### src/hcl_pkg.sv
// constants shared by the hub configuration loader
package hcl_pkg;

	// ---------------------------------------------------------------
	// memory image layout
	// ---------------------------------------------------------------
	localparam logic [7:0]  SIG_DEFAULT      = 8'hd0;
	localparam logic [7:0]  SIG_CONFIG       = 8'hd2;
	localparam logic [3:0]  IMG_BYTES        = 4'hd;
	localparam logic [3:0]  LAST_DEFAULT     = 4'h6;
	localparam logic [3:0]  LAST_CONFIG      = 4'hc;
	localparam int          B_VID_LO         = 1;
	localparam int          B_PID_LO         = 3;
	localparam int          B_DID_LO         = 5;
	localparam int          B_OC_FILTER      = 7;
	localparam int          B_PORTS          = 8;
	localparam int          B_MAX_POWER      = 9;
	localparam int          B_CTRL_CURRENT   = 10;
	localparam int          B_POWER_ON       = 11;
	localparam int          B_OPTIONS        = 12;

	// option bits of the last image byte (bit 6 unused, bit 3 reserved)
	localparam int          OPT_ZERO_TYPE    = 7;
	localparam int          OPT_FS_ONLY      = 5;
	localparam int          OPT_NO_LEDS      = 4;
	localparam int          OPT_GANGED       = 2;
	localparam int          OPT_SINGLE_TT    = 1;
	localparam int          OPT_NO_EOP       = 0;

	// ---------------------------------------------------------------
	// reset values of the configured fields, fixed power mask and descriptor types
	// ---------------------------------------------------------------
	localparam logic [7:0]  DEF_OC_FILTER    = 8'h88;
	localparam logic [7:0]  DEF_PORTS        = 8'hff;
	localparam logic [7:0]  DEF_MAX_POWER    = 8'h32;
	localparam logic [7:0]  DEF_CTRL_CURRENT = 8'h64;
	localparam logic [7:0]  DEF_POWER_ON     = 8'h32;
	localparam logic [7:0]  DEF_OPTIONS      = 8'h00;
	localparam logic [7:0]  PWR_CTRL_MASK    = 8'hff;
	localparam logic [7:0]  HUB_DESC_TYPE    = 8'h29;
	localparam logic [7:0]  ZERO_DESC_TYPE   = 8'h00;

	// ---------------------------------------------------------------
	// serial memory read command and link timing
	// ---------------------------------------------------------------
	localparam logic [7:0]  CMD_READ         = 8'h03;
	localparam logic [15:0] START_ADDR       = 16'h0000;
	localparam logic [4:0]  CMD_LAST_BIT     = 5'h17;
	localparam logic [2:0]  BYTE_LAST_BIT    = 3'h7;
	localparam int          CLK_PERIOD_NS    = 10;
	localparam int          SCK_HALF_NS      = 80;
	localparam int          SCK_HALF_CYC     = SCK_HALF_NS / CLK_PERIOD_NS;
	localparam logic [3:0]  SCK_HALF_LAST    = 4'(SCK_HALF_CYC - 1);

	// ---------------------------------------------------------------
	// register port map
	// ---------------------------------------------------------------
	localparam logic [3:0]  REG_CTRL         = 4'h0;
	localparam logic [3:0]  REG_STATUS       = 4'h1;
	localparam logic [3:0]  REG_IDS          = 4'h2;
	localparam logic [3:0]  REG_RELEASE      = 4'h3;
	localparam logic [3:0]  REG_CONFIG       = 4'h4;
	localparam int          CTRL_RELOAD      = 0;

	typedef enum logic [1:0] {
		HCL_LOAD_NONE,
		HCL_LOAD_DEFAULT,
		HCL_LOAD_CONFIG
	} hcl_load_e;

	typedef enum logic [2:0] {
		HCL_ST_START,
		HCL_ST_CMD,
		HCL_ST_DATA,
		HCL_ST_DONE
	} hcl_state_e;

endpackage : hcl_pkg

### src/hcl_loader.sv
// hub identity and configuration loader reading a serial memory image
// Function
// - default signature: take only three identifiers
// - configured signature: read thirteen-byte image
// - identifiers low byte first, vendor first
// - read command with two address bytes
// - byte 7 gives two overcurrent filter times
// - byte 8 high nibble: usable ports, count
// - byte 8 low nibble: removable port bits
// - byte 9 is upstream power in 2 mA
// - byte 10 is controller current in mA
// - byte 11 is power-good time in 2 ms
// - bit 7 lets zero descriptor type through
// - bit 6 is ignored
// - bit 5 forces full speed only
// - bit 4 turns indicators off, clears b7
// - port power control mask is all ones
// - bit 2 selects ganged power and overcurrent
// - bit 1 selects single translator mode
// - bit 0 suppresses end-of-frame EOP
`timescale 1ns/1ns

module hcl_loader
	import hcl_pkg::*;
#(
	parameter logic [15:0] DEF_VENDOR_ID  = 16'h0001, // arbitrary value
	parameter logic [15:0] DEF_PRODUCT_ID = 16'h0002, // arbitrary value
	parameter logic [15:0] DEF_RELEASE_ID = 16'h0003  // arbitrary value
) (
	// clock and reset
	input  wire  logic        clk,
	input  wire  logic        rst_b,
	// serial memory pins
	output logic              mem_sck,
	output logic              mem_cs_b,
	output logic              mem_mosi,
	input  wire  logic        mem_miso,
	// register port
	input  wire  logic [3:0]  reg_addr,
	input  wire  logic [31:0] reg_wdata,
	input  wire  logic        reg_wr,
	input  wire  logic        reg_rd,
	output logic [31:0]       reg_rdata,
	// descriptor type check from request handling
	input  wire  logic [7:0]  hub_desc_type,
	output logic              hub_desc_stall,
	// loaded configuration
	output logic              config_valid,
	output logic [15:0]       vendor_id,
	output logic [15:0]       product_id,
	output logic [15:0]       device_release_id,
	output logic [3:0]        enabled_port_oc_filter_ms,
	output logic [3:0]        disabled_port_oc_filter_ms,
	output logic [3:0]        usable_port_mask,
	output logic [2:0]        port_count,
	output logic [3:0]        detachable_port_mask,
	output logic [7:0]        upstream_current_budget,
	output logic [7:0]        controller_current_need,
	output logic [7:0]        port_power_settle_time,
	output logic [15:0]       hub_characteristics,
	output logic [7:0]        port_power_ctrl_mask,
	output logic              accept_zero_desc_type,
	output logic              limit_to_12mbit,
	output logic              indicator_leds_off,
	output logic              shared_power_switching,
	output logic              one_translator_mode,
	output logic              suppress_frame_end_eop
);

	// ---------------------------------------------------------------
	// helpers
	// ---------------------------------------------------------------
	// number of set bits in a port nibble
	function automatic logic [2:0] ones4(input logic [3:0] v);
		ones4 = {2'b00, v[0]} + {2'b00, v[1]} + {2'b00, v[2]} + {2'b00, v[3]};
	endfunction : ones4

	// ---------------------------------------------------------------
	// state
	// ---------------------------------------------------------------
	hcl_state_e  state_reg,  state_next;
	hcl_load_e   load_reg,   load_next;
	logic [7:0]  img_reg  [IMG_BYTES];
	logic [7:0]  img_next [IMG_BYTES];
	logic [3:0]  div_reg,    div_next;
	logic        sck_reg,    sck_next;
	logic        cs_b_reg,   cs_b_next;
	logic [23:0] tx_reg,     tx_next;
	logic [7:0]  rx_reg,     rx_next;
	logic [4:0]  bit_reg,    bit_next;
	logic [3:0]  idx_reg,    idx_next;
	logic [3:0]  last_reg,   last_next;
	logic        valid_reg,  valid_next;
	logic [31:0] rdata_reg,  rdata_next;
	logic        miso_s1_reg, miso_s2_reg, miso_s3_reg, miso_f_reg;
	logic        miso_f_next;
	logic        half_done;
	logic        rise;
	logic        fall;
	logic [7:0]  byte_in;
	logic [7:0]  opt;

	// ---------------------------------------------------------------
	// data input synchroniser
	// ---------------------------------------------------------------
	// filtered level moves only when the two later stages agree
	always_comb begin
		miso_f_next = (miso_s2_reg == miso_s3_reg) ? miso_s3_reg : miso_f_reg;
	end

	always_ff @(posedge clk) begin
		if (!rst_b) begin
			miso_s1_reg <= 1'b0;
			miso_s2_reg <= 1'b0;
			miso_s3_reg <= 1'b0;
			miso_f_reg  <= 1'b0;
		end else begin
			miso_s1_reg <= mem_miso;
			miso_s2_reg <= miso_s1_reg;
			miso_s3_reg <= miso_s2_reg;
			miso_f_reg  <= miso_f_next;
		end
	end

	// ---------------------------------------------------------------
	// load sequencer and serial shifter
	// ---------------------------------------------------------------
	assign half_done = (div_reg == SCK_HALF_LAST);
	assign rise      = half_done && !sck_reg;
	assign fall      = half_done && sck_reg;
	assign byte_in   = {rx_reg[6:0], miso_f_reg};

	// clock idles low; memory samples on rise, we sample on rise too
	always_comb begin
		state_next = state_reg;
		load_next  = load_reg;
		img_next   = img_reg;
		div_next   = (state_reg == HCL_ST_DONE) ? '0 : div_reg + 4'h1;
		sck_next   = sck_reg;
		cs_b_next  = cs_b_reg;
		tx_next    = tx_reg;
		rx_next    = rx_reg;
		bit_next   = bit_reg;
		idx_next   = idx_reg;
		last_next  = last_reg;
		valid_next = valid_reg;
		if (half_done) begin
			div_next = '0;
		end
		case (state_reg)
			HCL_ST_START: begin
				cs_b_next = 1'b0;
				tx_next   = {CMD_READ, START_ADDR};
				bit_next  = '0;
				if (half_done) begin
					state_next = HCL_ST_CMD;
				end
			end
			HCL_ST_CMD: begin
				if (half_done) begin
					sck_next = !sck_reg;
				end
				if (fall) begin
					if (bit_reg == CMD_LAST_BIT) begin
						state_next = HCL_ST_DATA;
						bit_next   = '0;
						idx_next   = '0;
					end else begin
						tx_next  = {tx_reg[22:0], 1'b0};
						bit_next = bit_reg + 5'h1;
					end
				end
			end
			HCL_ST_DATA: begin
				if (half_done) begin
					sck_next = !sck_reg;
				end
				if (rise) begin
					rx_next = byte_in;
				end
				if (fall) begin
					bit_next = bit_reg + 5'h1;
					if (bit_reg[2:0] == BYTE_LAST_BIT) begin
						bit_next          = '0;
						img_next[idx_reg] = rx_reg;
						idx_next          = idx_reg + 4'h1;
						if (idx_reg == '0) begin
							if (rx_reg == SIG_DEFAULT) begin
								load_next = HCL_LOAD_DEFAULT;
								last_next = LAST_DEFAULT;
							end else if (rx_reg == SIG_CONFIG) begin
								load_next = HCL_LOAD_CONFIG;
								last_next = LAST_CONFIG;
							end else begin
								state_next = HCL_ST_DONE;
							end
						end else if (idx_reg == last_reg) begin
							state_next = HCL_ST_DONE;
						end
						if (state_next == HCL_ST_DONE) begin
							cs_b_next  = 1'b1;
							valid_next = 1'b1;
						end
					end
				end
			end
			HCL_ST_DONE: begin
				sck_next  = 1'b0;
				cs_b_next = 1'b1;
			end
			default: begin
				state_next = HCL_ST_DONE;
			end
		endcase
		// software reload restarts from the defaults
		if (reg_wr && reg_addr == REG_CTRL && reg_wdata[CTRL_RELOAD]) begin
			state_next = HCL_ST_START;
			load_next  = HCL_LOAD_NONE;
			valid_next = 1'b0;
			sck_next   = 1'b0;
			cs_b_next  = 1'b1;
			div_next   = '0;
			img_next   = '{default: 8'h00};
			img_next[B_VID_LO]       = DEF_VENDOR_ID[7:0];
			img_next[B_VID_LO + 1]   = DEF_VENDOR_ID[15:8];
			img_next[B_PID_LO]       = DEF_PRODUCT_ID[7:0];
			img_next[B_PID_LO + 1]   = DEF_PRODUCT_ID[15:8];
			img_next[B_DID_LO]       = DEF_RELEASE_ID[7:0];
			img_next[B_DID_LO + 1]   = DEF_RELEASE_ID[15:8];
			img_next[B_OC_FILTER]    = DEF_OC_FILTER;
			img_next[B_PORTS]        = DEF_PORTS;
			img_next[B_MAX_POWER]    = DEF_MAX_POWER;
			img_next[B_CTRL_CURRENT] = DEF_CTRL_CURRENT;
			img_next[B_POWER_ON]     = DEF_POWER_ON;
			img_next[B_OPTIONS]      = DEF_OPTIONS;
		end
	end

	always_ff @(posedge clk) begin
		if (!rst_b) begin
			state_reg <= HCL_ST_START;
			load_reg  <= HCL_LOAD_NONE;
			img_reg   <= '{8'h00, DEF_VENDOR_ID[7:0], DEF_VENDOR_ID[15:8],
			               DEF_PRODUCT_ID[7:0], DEF_PRODUCT_ID[15:8],
			               DEF_RELEASE_ID[7:0], DEF_RELEASE_ID[15:8],
			               DEF_OC_FILTER, DEF_PORTS, DEF_MAX_POWER,
			               DEF_CTRL_CURRENT, DEF_POWER_ON, DEF_OPTIONS};
			div_reg   <= '0;
			sck_reg   <= 1'b0;
			cs_b_reg  <= 1'b1;
			tx_reg    <= '0;
			rx_reg    <= '0;
			bit_reg   <= '0;
			idx_reg   <= '0;
			last_reg  <= '0;
			valid_reg <= 1'b0;
		end else begin
			state_reg <= state_next;
			load_reg  <= load_next;
			img_reg   <= img_next;
			div_reg   <= div_next;
			sck_reg   <= sck_next;
			cs_b_reg  <= cs_b_next;
			tx_reg    <= tx_next;
			rx_reg    <= rx_next;
			bit_reg   <= bit_next;
			idx_reg   <= idx_next;
			last_reg  <= last_next;
			valid_reg <= valid_next;
		end
	end

	// ---------------------------------------------------------------
	// pins and configuration fields
	// ---------------------------------------------------------------
	assign mem_sck  = sck_reg;
	assign mem_cs_b = cs_b_reg;
	assign mem_mosi = tx_reg[23];
	assign opt      = img_reg[B_OPTIONS];

	// identifiers assembled low byte from the lower address
	assign vendor_id                  = {img_reg[B_VID_LO + 1], img_reg[B_VID_LO]};
	assign product_id                 = {img_reg[B_PID_LO + 1], img_reg[B_PID_LO]};
	assign device_release_id          = {img_reg[B_DID_LO + 1], img_reg[B_DID_LO]};
	assign enabled_port_oc_filter_ms  = img_reg[B_OC_FILTER][7:4];
	assign disabled_port_oc_filter_ms = img_reg[B_OC_FILTER][3:0];
	assign usable_port_mask           = img_reg[B_PORTS][7:4];
	assign port_count                 = ones4(img_reg[B_PORTS][7:4]);
	assign detachable_port_mask       = img_reg[B_PORTS][3:0];
	assign upstream_current_budget    = img_reg[B_MAX_POWER];
	assign controller_current_need    = img_reg[B_CTRL_CURRENT];
	assign port_power_settle_time     = img_reg[B_POWER_ON];
	assign port_power_ctrl_mask       = PWR_CTRL_MASK;
	assign config_valid               = valid_reg;

	// option bits; bit 6 and reserved bit 3 drive nothing
	assign accept_zero_desc_type  = opt[OPT_ZERO_TYPE];
	assign limit_to_12mbit        = opt[OPT_FS_ONLY];
	assign indicator_leds_off     = opt[OPT_NO_LEDS];
	assign shared_power_switching = opt[OPT_GANGED];
	assign one_translator_mode    = opt[OPT_SINGLE_TT];
	assign suppress_frame_end_eop = opt[OPT_NO_EOP];

	// hub characteristics: switching b1:b0, overcurrent b4:b3, leds b7
	always_comb begin
		hub_characteristics    = '0;
		hub_characteristics[0] = !opt[OPT_GANGED];
		hub_characteristics[3] = !opt[OPT_GANGED];
		hub_characteristics[7] = !opt[OPT_NO_LEDS];
	end

	// type zero is stalled unless the option allows it
	always_comb begin
		hub_desc_stall = 1'b0;
		if (hub_desc_type == ZERO_DESC_TYPE) begin
			hub_desc_stall = !opt[OPT_ZERO_TYPE];
		end else if (hub_desc_type != HUB_DESC_TYPE) begin
			hub_desc_stall = 1'b1;
		end
	end

	// ---------------------------------------------------------------
	// register port read data
	// ---------------------------------------------------------------
	always_comb begin
		rdata_next = '0;
		if (reg_rd) begin
			case (reg_addr)
				REG_STATUS:  rdata_next = {28'h0, load_reg, state_reg == HCL_ST_DONE,
				                           valid_reg};
				REG_IDS:     rdata_next = {product_id, vendor_id};
				REG_RELEASE: rdata_next = {16'h0, device_release_id};
				REG_CONFIG:  rdata_next = {img_reg[B_OPTIONS], img_reg[B_POWER_ON],
				                           img_reg[B_PORTS], img_reg[B_OC_FILTER]};
				default:     rdata_next = '0;
			endcase
		end
	end

	always_ff @(posedge clk) begin
		if (!rst_b) begin
			rdata_reg <= '0;
		end else begin
			rdata_reg <= rdata_next;
		end
	end

	assign reg_rdata = rdata_reg;

endmodule : hcl_loader

### config.mk
export PLATFORM = sky130hd
export DESIGN_NAME = hcl_loader
export DESIGN_NICKNAME = d
export VERILOG_FILES = /design/src/hcl_pkg.sv /design/src/hcl_loader.sv
export SDC_FILE = /design/constraint.sdc
export NUM_CORES = 1
export LEC_CHECK = 0
export BUFFER_PORTS_ARGS = -buffer_cell sky130_fd_sc_hd__buf_2
export CAP_MARGIN = 20
export CORE_ASPECT_RATIO = 0.6
export CORE_MARGIN = 5
export CORE_UTILIZATION = 40
export CTS_BUF_LIST = sky130_fd_sc_hd__clkbuf_4
export CTS_CLUSTER_SIZE = 28
export DETAILED_ROUTE_END_ITERATION = 10
export PLACE_DENSITY = 0.61
export SYNTH_ARGS = -nofsm -noshare
export SYNTH_HDL_FRONTEND = slang
export SYNTH_SLANG_ARGS = --single-unit
### constraint.sdc
create_clock -name clk -period 4.2 [get_ports clk]
set_input_delay 0.42 -clock clk [delete_from_list [all_inputs] [get_ports clk]]
set_output_delay 0.42 -clock clk [all_outputs]
set_load 0.005 [all_outputs]
==> results of run 1 <==
## path summary, 6_finish.rpt
check | end | slack (ns) | cells past startpoint
max | port_power_settle_time[4]$_SDFFE_PP1P_ | 1.53 | 5
min | miso_s1_reg$_SDFF_PN0_ | 0.08 | 2
max reg2reg | port_power_settle_time[4]$_SDFFE_PP1P_ | 1.53 | 5
min reg2reg | miso_s2_reg$_SDFF_PN0_ | 0.45 | 1
## layout by cell type, fill, tap and decap left out, types with 3 or more instances in the layout
cell type / instances
sky130_fd_sc_hd__dfxtp_1: 172
sky130_fd_sc_hd__buf_2: 154
sky130_fd_sc_hd__nand2_1: 96
sky130_fd_sc_hd__mux2i_1: 93
sky130_fd_sc_hd__nor2_1: 77
sky130_fd_sc_hd__a21oi_1: 35
sky130_fd_sc_hd__conb_1: 22
sky130_fd_sc_hd__clkbuf_4: 18
sky130_fd_sc_hd__nand3_1: 17
sky130_fd_sc_hd__a22oi_1: 16
sky130_fd_sc_hd__a222oi_1: 16
sky130_fd_sc_hd__inv_1: 12
sky130_fd_sc_hd__a211oi_1: 11
sky130_fd_sc_hd__o21ai_0: 11
sky130_fd_sc_hd__ha_1: 9
sky130_fd_sc_hd__and2_1: 8
sky130_fd_sc_hd__nand2_2: 8
sky130_fd_sc_hd__buf_4: 7
sky130_fd_sc_hd__nand4b_1: 6
sky130_fd_sc_hd__a31oi_1: 5
sky130_fd_sc_hd__nor3_1: 5
sky130_fd_sc_hd__nand2b_1: 4
sky130_fd_sc_hd__inv_6: 4
sky130_fd_sc_hd__or3_1: 3
sky130_fd_sc_hd__nor4_4: 3
sky130_fd_sc_hd__nor2b_1: 3
sky130_fd_sc_hd__o21a_1: 3
sky130_fd_sc_hd__and4_1: 3
sky130_fd_sc_hd__xnor2_1: 3
sky130_fd_sc_hd__nor3b_1: 3
## critical path, cell delays in order (launching register included)
cell and delay (ns):
sky130_fd_sc_hd__dfxtp_1 0.64, sky130_fd_sc_hd__or3b_1 0.61, sky130_fd_sc_hd__nor4_2 0.35, sky130_fd_sc_hd__buf_4 0.26
sky130_fd_sc_hd__nand2_1 0.43, sky130_fd_sc_hd__mux2i_1 0.31
## routing by layer
metal	wire, um	part of all wire	vias up	global-route usage
met5	0	0	-	0
met4	79	0.0037	0	0.0369
met3	2020	0.096	8	0.0465
met2	8170	0.39	284	0.254
met1	10800	0.51	2768	0.290
li1	-	-	2778	-
## kinds of logic after synthesis
kind of cell	Yosys count
flip-flops	172
AO/OA/AOI/OAI	112
buffers and inverters	165
AND/OR/NAND/NOR	255
XOR/XNOR	4
multiplexers	93
other	2
adder cells (fa/ha/maj)	11
## metrics by stage
step                      hold slack, ns  instances  power, mW  utilization  setup WS (ns)
after floorplan                    0.412        834       1.77            -           2.21
after global placement             0.421       1089       1.79        0.418           1.43
after detailed placement           0.420       1089       1.79        0.418           1.39
after CTS                         0.0492       1121       2.77        0.433           1.54
after global routing              0.0499       1122       2.86        0.434           1.36
final                             0.0800       1122       2.76        0.434           1.53
## area by class of cell
cell class / count / area, um2
flip-flops and latches: 172 / 3440
inverters: 13 / 48.8
fillers: 1868 / 10700
multi-input cells: 497 / 3260
well taps: 246 / 308
clock buffers: 18 / 135
clock inverters: 14 / 159
repair buffers: 162 / 843
## power groups by stage
stage,clock network [mW],logic (mW),registers [mW]
2_1_floorplan,0,0.0857,1.68
6_report,1.00,0.110,1.65
3_5_place_dp,0,0.106,1.69
4_1_cts,1.02,0.106,1.65
3_3_place_gp,0,0.105,1.69
5_1_grt,1.09,0.121,1.65
==> impl_summary.txt, run 1 <==
----------------------------------------------------
[Critical path]
  Maximum fanout encountered on the critical timing path ... 16
  Origin of the critical flop-to-flop path ... state_reg[1]$_SDFFE_PP0P_
  Startpoint of the most critical setup path ... state_reg[1]$_SDFFE_PP0P_
  Required time of the critical path ... 4.67 ns
  Data arrival time at the worst-slack endpoint ... 3.14 ns
  Kind of start point of the critical path ... flip-flop
  Crit end category ... flip-flop
  Setup CP Type ... flip-flop to flip-flop

[Yosys]
  Synthesized-area fraction occupied by xor and xnor cells ... 0.00459
  Gate count of the mapped netlist ... 814
  Largest cells by area after synthesis ... sky130_fd_sc_hd__dfxtp_1, sky130_fd_sc_hd__mux2i_1, sky130_fd_sc_hd__buf_4, sky130_fd_sc_hd__nand2_1, sky130_fd_sc_hd__nor2_1
  Mux share of post-synthesis cell area ... 0.122
  Mean instance size in the synthesized netlist ... 9.38 um2
  Synth Area in Simple Gates ... 0.163
  Largest family of logic cells by synthesized area ... simple AND/OR/NAND/NOR gates
  Area share of the largest cell type after synthesis ... 0.451
  Fraction of the mapped netlist area in compound gates ... 0.103
  Most used DFF post-synth ... sky130_fd_sc_hd__dfxtp_1
  Adder and majority cell fraction of the synthesized area ... 0.0187
  Number of warnings printed during yosys synthesis ... 0
  Most common library cells after synthesis ... sky130_fd_sc_hd__dfxtp_1, sky130_fd_sc_hd__buf_4, sky130_fd_sc_hd__nand2_1
  Post-synth EDFFs ... 0
  Post-Synthesis Cell Area ... 7640 um2
  Post-synthesis cell type count ... 60
  Library cell occupying the most area in the post-synthesis netlist ... sky130_fd_sc_hd__dfxtp_1
  Number of flip-flops and latches in the synthesized netlist ... 172
  Ys async rst share ... 0
  Most instantiated library cell after synthesis ... sky130_fd_sc_hd__dfxtp_1
  Portion of the post-synthesis area used by sequential elements ... 0.451

[Job]
  Reported max-cap violation count ... 0

[Power and ir drop]
  Switch share ... 0.258
  Logic gate share of total power ... 0.040
  Clk network pwr share ... 0.363
  IR Drop Worst-Case VDD ... 0.186 mV
  Internal power summed over all cells ... 2.05 mW
  Leak ... 3.74 nW
  Sequential share of power ... 0.598
  P per Cell Area ... 337 nW/um2
  Psw ... 0.714 mW

[Layout]
  Final standard cell area without fillers ... 8200 um2
  Final nets ... 922
  Area growth syn-to-layout ... 7.35%
  Flip-flop count of the largest register, all copies and words added ... 32
  Diodes inserted ... 0
  Fraction of layout instances using a drive strength above 1 ... 0.248

[Place]
  Count of input and output buffers ... 154
  Weighted congestion at the end of routability-driven global placement ... 0.851
  DPL Wire Length ... 14.9 mm
  Placed Area ... 7890 um2

[CTS]
  CTS clk-pin slew, worst paths ... 0.15 ns
  Clock tree from TritonCTS ... done
  H-tree level count ... 4
  Maximum number of buffers from clock root to sink ... 2
  Number of setup buffers added after CTS ... 0
  Post-cts hold buffer count ... 0
  Sink count of the clock tree ... 172
  Cts bufs inserted ... 17
  Insertion delay of the later-clocked pin in the worst-skew pair ... 0.55 ns
  Root Buffer ... sky130_fd_sc_hd__clkbuf_4
  Number of cells upsized or downsized after cts ... 0

[Status]
  Run status ... complete, no violations

[Die]
  Std-Cell Rows ... 39
  Chip width ... 188 um
  Height of the die ... 117 um
  Overall die area ... 22100 um2
  Initial core utilization ... 0.404
  Area of the core region ... 18900 um2
  I/O pin total ... 207

[Drt]
  DR vias/cell ... 5.20
  DRC ... 0
  Initial detailed-routing violation count ... 542
  Post-DR wirelength/cell ... 18.8 um
  Vias after detailed routing ... 5838
  Final WL ... 21.1 mm
  Number of detailed-routing iterations run before antenna repair ... 7
  Final antenna-violating net count ... 0

[STA]
  Total Negative Setup Slacks ... 0 ns
  Count of endpoints failing hold in the final timing report ... 0
  Final Cycle Share ... 0.637
  Max Fclk ... 374 MHz
  Setup repair after global routing missed its margin ... no
  Post-Route Skew ... 0.0238 ns
  Slew Viols, Final ... 0
  Total of endpoints with negative setup slack in the final report ... 0
  Minimum period implied by the final worst setup slack ... 2.67 ns
  Worst slew slack as a fraction of its limit ... 0.221
  Slew at the pin closest to its max-slew limit ... 1.17 ns

[GRT]
  All-layer global routing usage ... 0.185
  GRT overflow ... 0
  Vias in the first global route ... 5375
  Maximum number of pins on one net before global-route repair ... 59
  Initial antenna violation count ... 0
  Wire length of the first global-routing pass ... 31.6 mm

[Hold path]
  Worst min-delay path class ... input pin to flip-flop
  Hold path start ... mem_miso

----------------------------------------------------
No activity file was read; power rests on OpenSTA's default activity.
==> run 2, diff against run 1 <==
Clock period 4.2 ns to 2.6 ns, I/O delays scaled along.
==> run 2 against run 1 <==
- worst hold slack worse by 0.012 ns
- critical path depth is 1 higher
- die area did not move
==> impl_summary.txt, run 2 (synthesized netlist as in run 1, its figures left out) <==
----------------------------------------------------
[Status]
  Run status ... complete, no violations

[STA]
  Count of endpoints failing hold in the final timing report ... 0
  Worst hold margin ... 0.0683 ns
  Post-Route Skew ... 0.0275 ns
  Total of endpoints with negative setup slack in the final report ... 0
  Final Cycle Share ... 0.948
  Setup repair after global routing missed its margin ... no
  Worst slew slack as a fraction of its limit ... 0.583
  Slew Viols, Final ... 0
  Max Fclk ... 406 MHz
  Total Negative Setup Slacks ... 0 ns
  Minimum period implied by the final worst setup slack ... 2.46 ns
  Slew at the pin closest to its max-slew limit ... 0.625 ns

[CTS]
  Insertion delay of the later-clocked pin in the worst-skew pair ... 0.56 ns
  Number of cells upsized or downsized after cts ... 0
  Number of setup buffers added after CTS ... 0
  CTS clk-pin slew, worst paths ... 0.15 ns
  Post-cts hold buffer count ... 1
  Clock tree from TritonCTS ... done
  Root Buffer ... sky130_fd_sc_hd__clkbuf_4
  Sink count of the clock tree ... 172
  Maximum number of buffers from clock root to sink ... 2
  Cts bufs inserted ... 17
  H-tree level count ... 4

[Die]
  Area of the core region ... 18900 um2
  Chip width ... 188 um
  I/O pin total ... 207
  Std-Cell Rows ... 39
  Initial core utilization ... 0.404
  Height of the die ... 117 um
  Overall die area ... 22100 um2

[Place]
  DPL Wire Length ... 15.3 mm
  Count of input and output buffers ... 154
  Weighted congestion at the end of routability-driven global placement ... 0.852
  DP Cell Count ... 1109
  Placed Area ... 8050 um2

[Layout]
  Diodes inserted ... 0
  Number of cells in the finished layout apart from fillers ... 1142
  Commonest cells after routing, fill and taps aside ... sky130_fd_sc_hd__dfxtp_1, sky130_fd_sc_hd__buf_2, sky130_fd_sc_hd__nand2_1, sky130_fd_sc_hd__mux2i_1, sky130_fd_sc_hd__nor2_1
  Final nets ... 942
  Final standard cell area without fillers ... 8330 um2
  Area growth syn-to-layout ... 9.06%
  Most common cell after layout, fill and taps aside ... sky130_fd_sc_hd__dfxtp_1
  Flip-flop count of the largest register, all copies and words added ... 32
  Fraction of layout instances using a drive strength above 1 ... 0.263

[Critical path]
  Kind of start point of the critical path ... flip-flop
  List of cells traversed by the critical path ... inv_1, fa_1, inv_1, ha_1, ha_1, buf_2
  Slowest-stage cell, CP ... sky130_fd_sc_hd__fa_1
  Data arrival time at the worst-slack endpoint ... 2.20 ns
  Required time of the critical path ... 2.34 ns
  Maximum fanout encountered on the critical timing path ... 4
  Slowest cell delay on critical path ... 0.55 ns
  Setup CP Type ... flip-flop to primary output
  Crit end category ... primary output

[Power and ir drop]
  IR Drop Worst-Case VDD ... 0.286 mV
  Power Total ... 4.37 mW
  Leak ... 3.82 nW
  P per Cell Area ... 524 nW/um2

[GRT]
  Routing usage on met2 ... 0.248
  Most used routing layer in global routing ... met1
  Vias in the first global route ... 5369
  Wire length of the first global-routing pass ... 31.9 mm
  Met3 usage in global routing ... 0.0409
  GRT overflow ... 0
  All-layer global routing usage ... 0.186
  Maximum number of pins on one net before global-route repair ... 41
  Met1 global-route usage ... 0.300
  Initial antenna violation count ... 0

[Drt]
  Post-DR wirelength/cell ... 18.5 um
  Final WL ... 21.1 mm
  Initial detailed-routing violation count ... 712
  DR vias/cell ... 5.19
  Final antenna-violating net count ... 0
  DRC ... 0
  Number of detailed-routing iterations run before antenna repair ... 8
  Vias after detailed routing ... 5924

[Job]
  Reported max-cap violation count ... 0

[Hold path]
  Worst min-delay path class ... input pin to flip-flop

----------------------------------------------------
## run 2: report_power, final
group,internal [mW],switching [mW]
Clock,0.505,1.01
Combinational,0.0585,0.133
Sequential,2.65,0.00751
## run 2: worst max-delay path, delay by kind of cell (launching register included)
kind,cells,cell delay [ns]
DFF,1,0.43
buffers and inverters,3,0.26
adders and majority gates,3,0.98
## run 2: area by class of cell
cell class | instances | area, um2
Multi-Input combinational cell | 497 | 3260
Timing Repair Buffer | 182 | 996
Tap cell | 246 | 308
Sequential cell | 172 | 3440
Fill cell | 1889 | 10600
Clock inverter | 14 | 136
Inverter | 13 | 48.8
Clock buffer | 18 | 135
## run 2: per-layer routing
metal,share of wire,vias to the layer above,wire length (um)
met5,0,-,0
met4,0.0049,0,104
met2,0.38,265,8060
li1,-,2820,-
met3,0.087,14,1840
met1,0.53,2825,11100
## run 2: through the flow
stage / worst slack [ns] / utilization
2_1_floorplan: 0.611 / -
3_3_place_gp: 0.383 / 0.426
3_5_place_dp: 0.362 / 0.426
4_1_cts: 0.0992 / 0.441
5_1_grt: 0.0133 / 0.441
6_report: 0.136 / 0.441
## run 2: worst paths after layout
kind	from	endpoint	slack, ns	cells past startpoint
max	usable_port_mask[0]$_SDFFE_PP1P_	port_count[1]	0.14	6
min	rst_b	idx_reg[1]$_SDFFE_PN0P_	0.07	2
max reg2reg	bit_reg[0]$_SDFFE_PN0P_	last_reg[3]$_SDFFE_PN0P_	0.34	7
min reg2reg	tx_reg[18]$_SDFFE_PN0P_	tx_reg[19]$_SDFFE_PN0P_	0.45	2
==> run 3, diff against run 2 <==
Settings changed: CTS_BUF_LIST sky130_fd_sc_hd__clkbuf_4 to unset, TNS_END_PERCENT set to 100.
==> run 3 against run 2 <==
- critical path depth unchanged
- sequential power is essentially flat
- utilization is 1.6 points higher
- register-to-register slack better by 0.02 ns
- critical path type unchanged
- highest routed layer unchanged
==> impl_summary.txt, run 3 (synthesized netlist as in run 1, its figures left out) <==
----------------------------------------------------
[Place]
  Count of input and output buffers ... 154
  DPL Wire Length ... 15.3 mm
  Worst setup timing slack at the placement stage ... 0.362 ns
  Weighted congestion at the end of routability-driven global placement ... 0.852
  Placed Area ... 8050 um2
  DP Cell Count ... 1109

[Layout]
  Fraction of layout instances using a drive strength above 1 ... 0.264
  Commonest cells after routing, fill and taps aside ... sky130_fd_sc_hd__dfxtp_1, sky130_fd_sc_hd__buf_2, sky130_fd_sc_hd__nand2_1, sky130_fd_sc_hd__mux2i_1, sky130_fd_sc_hd__nor2_1
  Number of cells in the finished layout apart from fillers ... 1141
  Final standard cell area without fillers ... 8620 um2
  Diodes inserted ... 0
  Layout Utilization ... 0.457
  Flip-flop count of the largest register, all copies and words added ... 32
  Final nets ... 941
  Most common cell after layout, fill and taps aside ... sky130_fd_sc_hd__dfxtp_1
  Area growth syn-to-layout ... 12.9%

[GRT]
  Wire length of the first global-routing pass ... 32.2 mm
  GRT overflow ... 0
  Maximum number of pins on one net before global-route repair ... 41
  All-layer global routing usage ... 0.187
  Initial antenna violation count ... 0
  Vias in the first global route ... 5421

[STA]
  Minimum period implied by the final worst setup slack ... 2.31 ns
  Worst slew slack as a fraction of its limit ... 0.584
  Worst hold margin ... 0.0580 ns
  Post-Route Skew ... 0.0116 ns
  Max Fclk ... 433 MHz
  Slew at the pin closest to its max-slew limit ... 0.622 ns
  Slew Viols, Final ... 0
  Count of endpoints failing hold in the final timing report ... 0
  Worst setup slack after layout ... 0.291 ns
  Setup repair after global routing missed its margin ... no
  Final Cycle Share ... 0.888
  Total of endpoints with negative setup slack in the final report ... 0
  Total Negative Setup Slacks ... 0 ns

[Die]
  Initial core utilization ... 0.404
  Std-Cell Rows ... 39
  Overall die area ... 22100 um2
  Chip width ... 188 um
  Area of the core region ... 18900 um2
  I/O pin total ... 207
  Height of the die ... 117 um

[CTS]
  Number of setup buffers added after CTS ... 0
  Insertion delay of the later-clocked pin in the worst-skew pair ... 0.42 ns
  Number of cells upsized or downsized after cts ... 0
  H-tree level count ... 4
  Post-cts hold buffer count ... 0
  Cts bufs inserted ... 17
  Clock tree from TritonCTS ... done
  Sink count of the clock tree ... 172
  Root Buffer ... sky130_fd_sc_hd__clkbuf_16
  CTS clk-pin slew, worst paths ... 0.07 ns
  Maximum number of buffers from clock root to sink ... 2

[Drt]
  Post-DR wirelength/cell ... 18.5 um
  Final antenna-violating net count ... 0
  Initial detailed-routing violation count ... 577
  Vias after detailed routing ... 5927
  DR vias/cell ... 5.19
  Number of detailed-routing iterations run before antenna repair ... 7
  Final WL ... 21.1 mm
  DRC ... 0

[Power and ir drop]
  IR Drop Worst-Case VDD ... 0.451 mV
  Leak ... 3.95 nW
  P per Cell Area ... 618 nW/um2
  Internal power summed over all cells ... 4.08 mW
  Power Total ... 5.33 mW
  Sequential share of power ... 0.498
  Logic gate share of total power ... 0.036
  Psw ... 1.26 mW
  Switch share ... 0.235
  Clk network pwr share ... 0.466

[Hold path]
  Worst min-delay path class ... input pin to flip-flop
  Hold path start ... mem_miso

[Critical path]
  Setup CP Type ... flip-flop to primary output
  Kind of start point of the critical path ... flip-flop
  R2r setup slk ... 0.36 ns
  Data arrival time at the worst-slack endpoint ... 2.05 ns
  Maximum fanout encountered on the critical timing path ... 4
  Startpoint of the most critical setup path ... usable_port_mask[0]$_SDFFE_PP1P_
  Crit end category ... primary output
  Origin of the critical flop-to-flop path ... bit_reg[0]$_SDFFE_PN0P_
  Required time of the critical path ... 2.34 ns

[Status]
  Run status ... complete, no violations

[Job]
  Reported max-cap violation count ... 0

----------------------------------------------------
==> run 3: changes by cell type in the layout (fill, tap and decap cells not counted) <==
cell / before / now
sky130_fd_sc_hd__clkbuf_4: 18 / 0
sky130_fd_sc_hd__clkbuf_16: 0 / 17
sky130_fd_sc_hd__clkbuf_1: 0 / 1
sky130_fd_sc_hd__clkbuf_8: 0 / 1
sky130_fd_sc_hd__clkinv_1: 1 / 0
sky130_fd_sc_hd__dlygate4sd3_1: 1 / 0
==> run 3: final cells by class <==
cell class	instances	area, um2
clock inverter	13	133
timing repair buffer	181	986
inverter	13	48.8
multi-input combinational	497	3260
tap	246	308
fill	1852	10300
clock buffer	19	443
sequential	172	3440
==> run 3: worst max-delay path, stage by stage (launching register included) <==
cell and delay (ns):
sky130_fd_sc_hd__dfxtp_1 0.40, sky130_fd_sc_hd__inv_1 0.08, sky130_fd_sc_hd__fa_1 0.55, sky130_fd_sc_hd__inv_1 0.05
sky130_fd_sc_hd__ha_1 0.17, sky130_fd_sc_hd__ha_1 0.26, sky130_fd_sc_hd__buf_2 0.12
==> run 3: worst paths after layout <==
path | endpoint | depth (start not counted)
worst min register to register | miso_s2_reg$_SDFF_PN0_ | 1
worst max register to register | product_id[5]$_SDFFE_PP0P_ | 7
worst max-delay path | port_count[1] | 6
worst min-delay path | miso_s1_reg$_SDFF_PN0_ | 2
==> run 3: power groups by stage <==
stage,sequential (mW),clock (mW),combinational (mW)
5_1_grt,2.66,2.64,0.210
6_report,2.66,2.49,0.190
3_3_place_gp,2.72,0,0.187
3_5_place_dp,2.72,0,0.189
4_1_cts,2.65,2.52,0.189
2_1_floorplan,2.72,0,0.138
==> run 3: routing by layer <==
metal | vias to the layer above | part of all wire | global-route usage
li1 | 2822 | - | -
met1 | 2846 | 0.51 | 0.301
met2 | 248 | 0.39 | 0.251
met3 | 11 | 0.093 | 0.0480
met4 | 0 | 0.0049 | 0.0277
met5 | - | 0 | 0
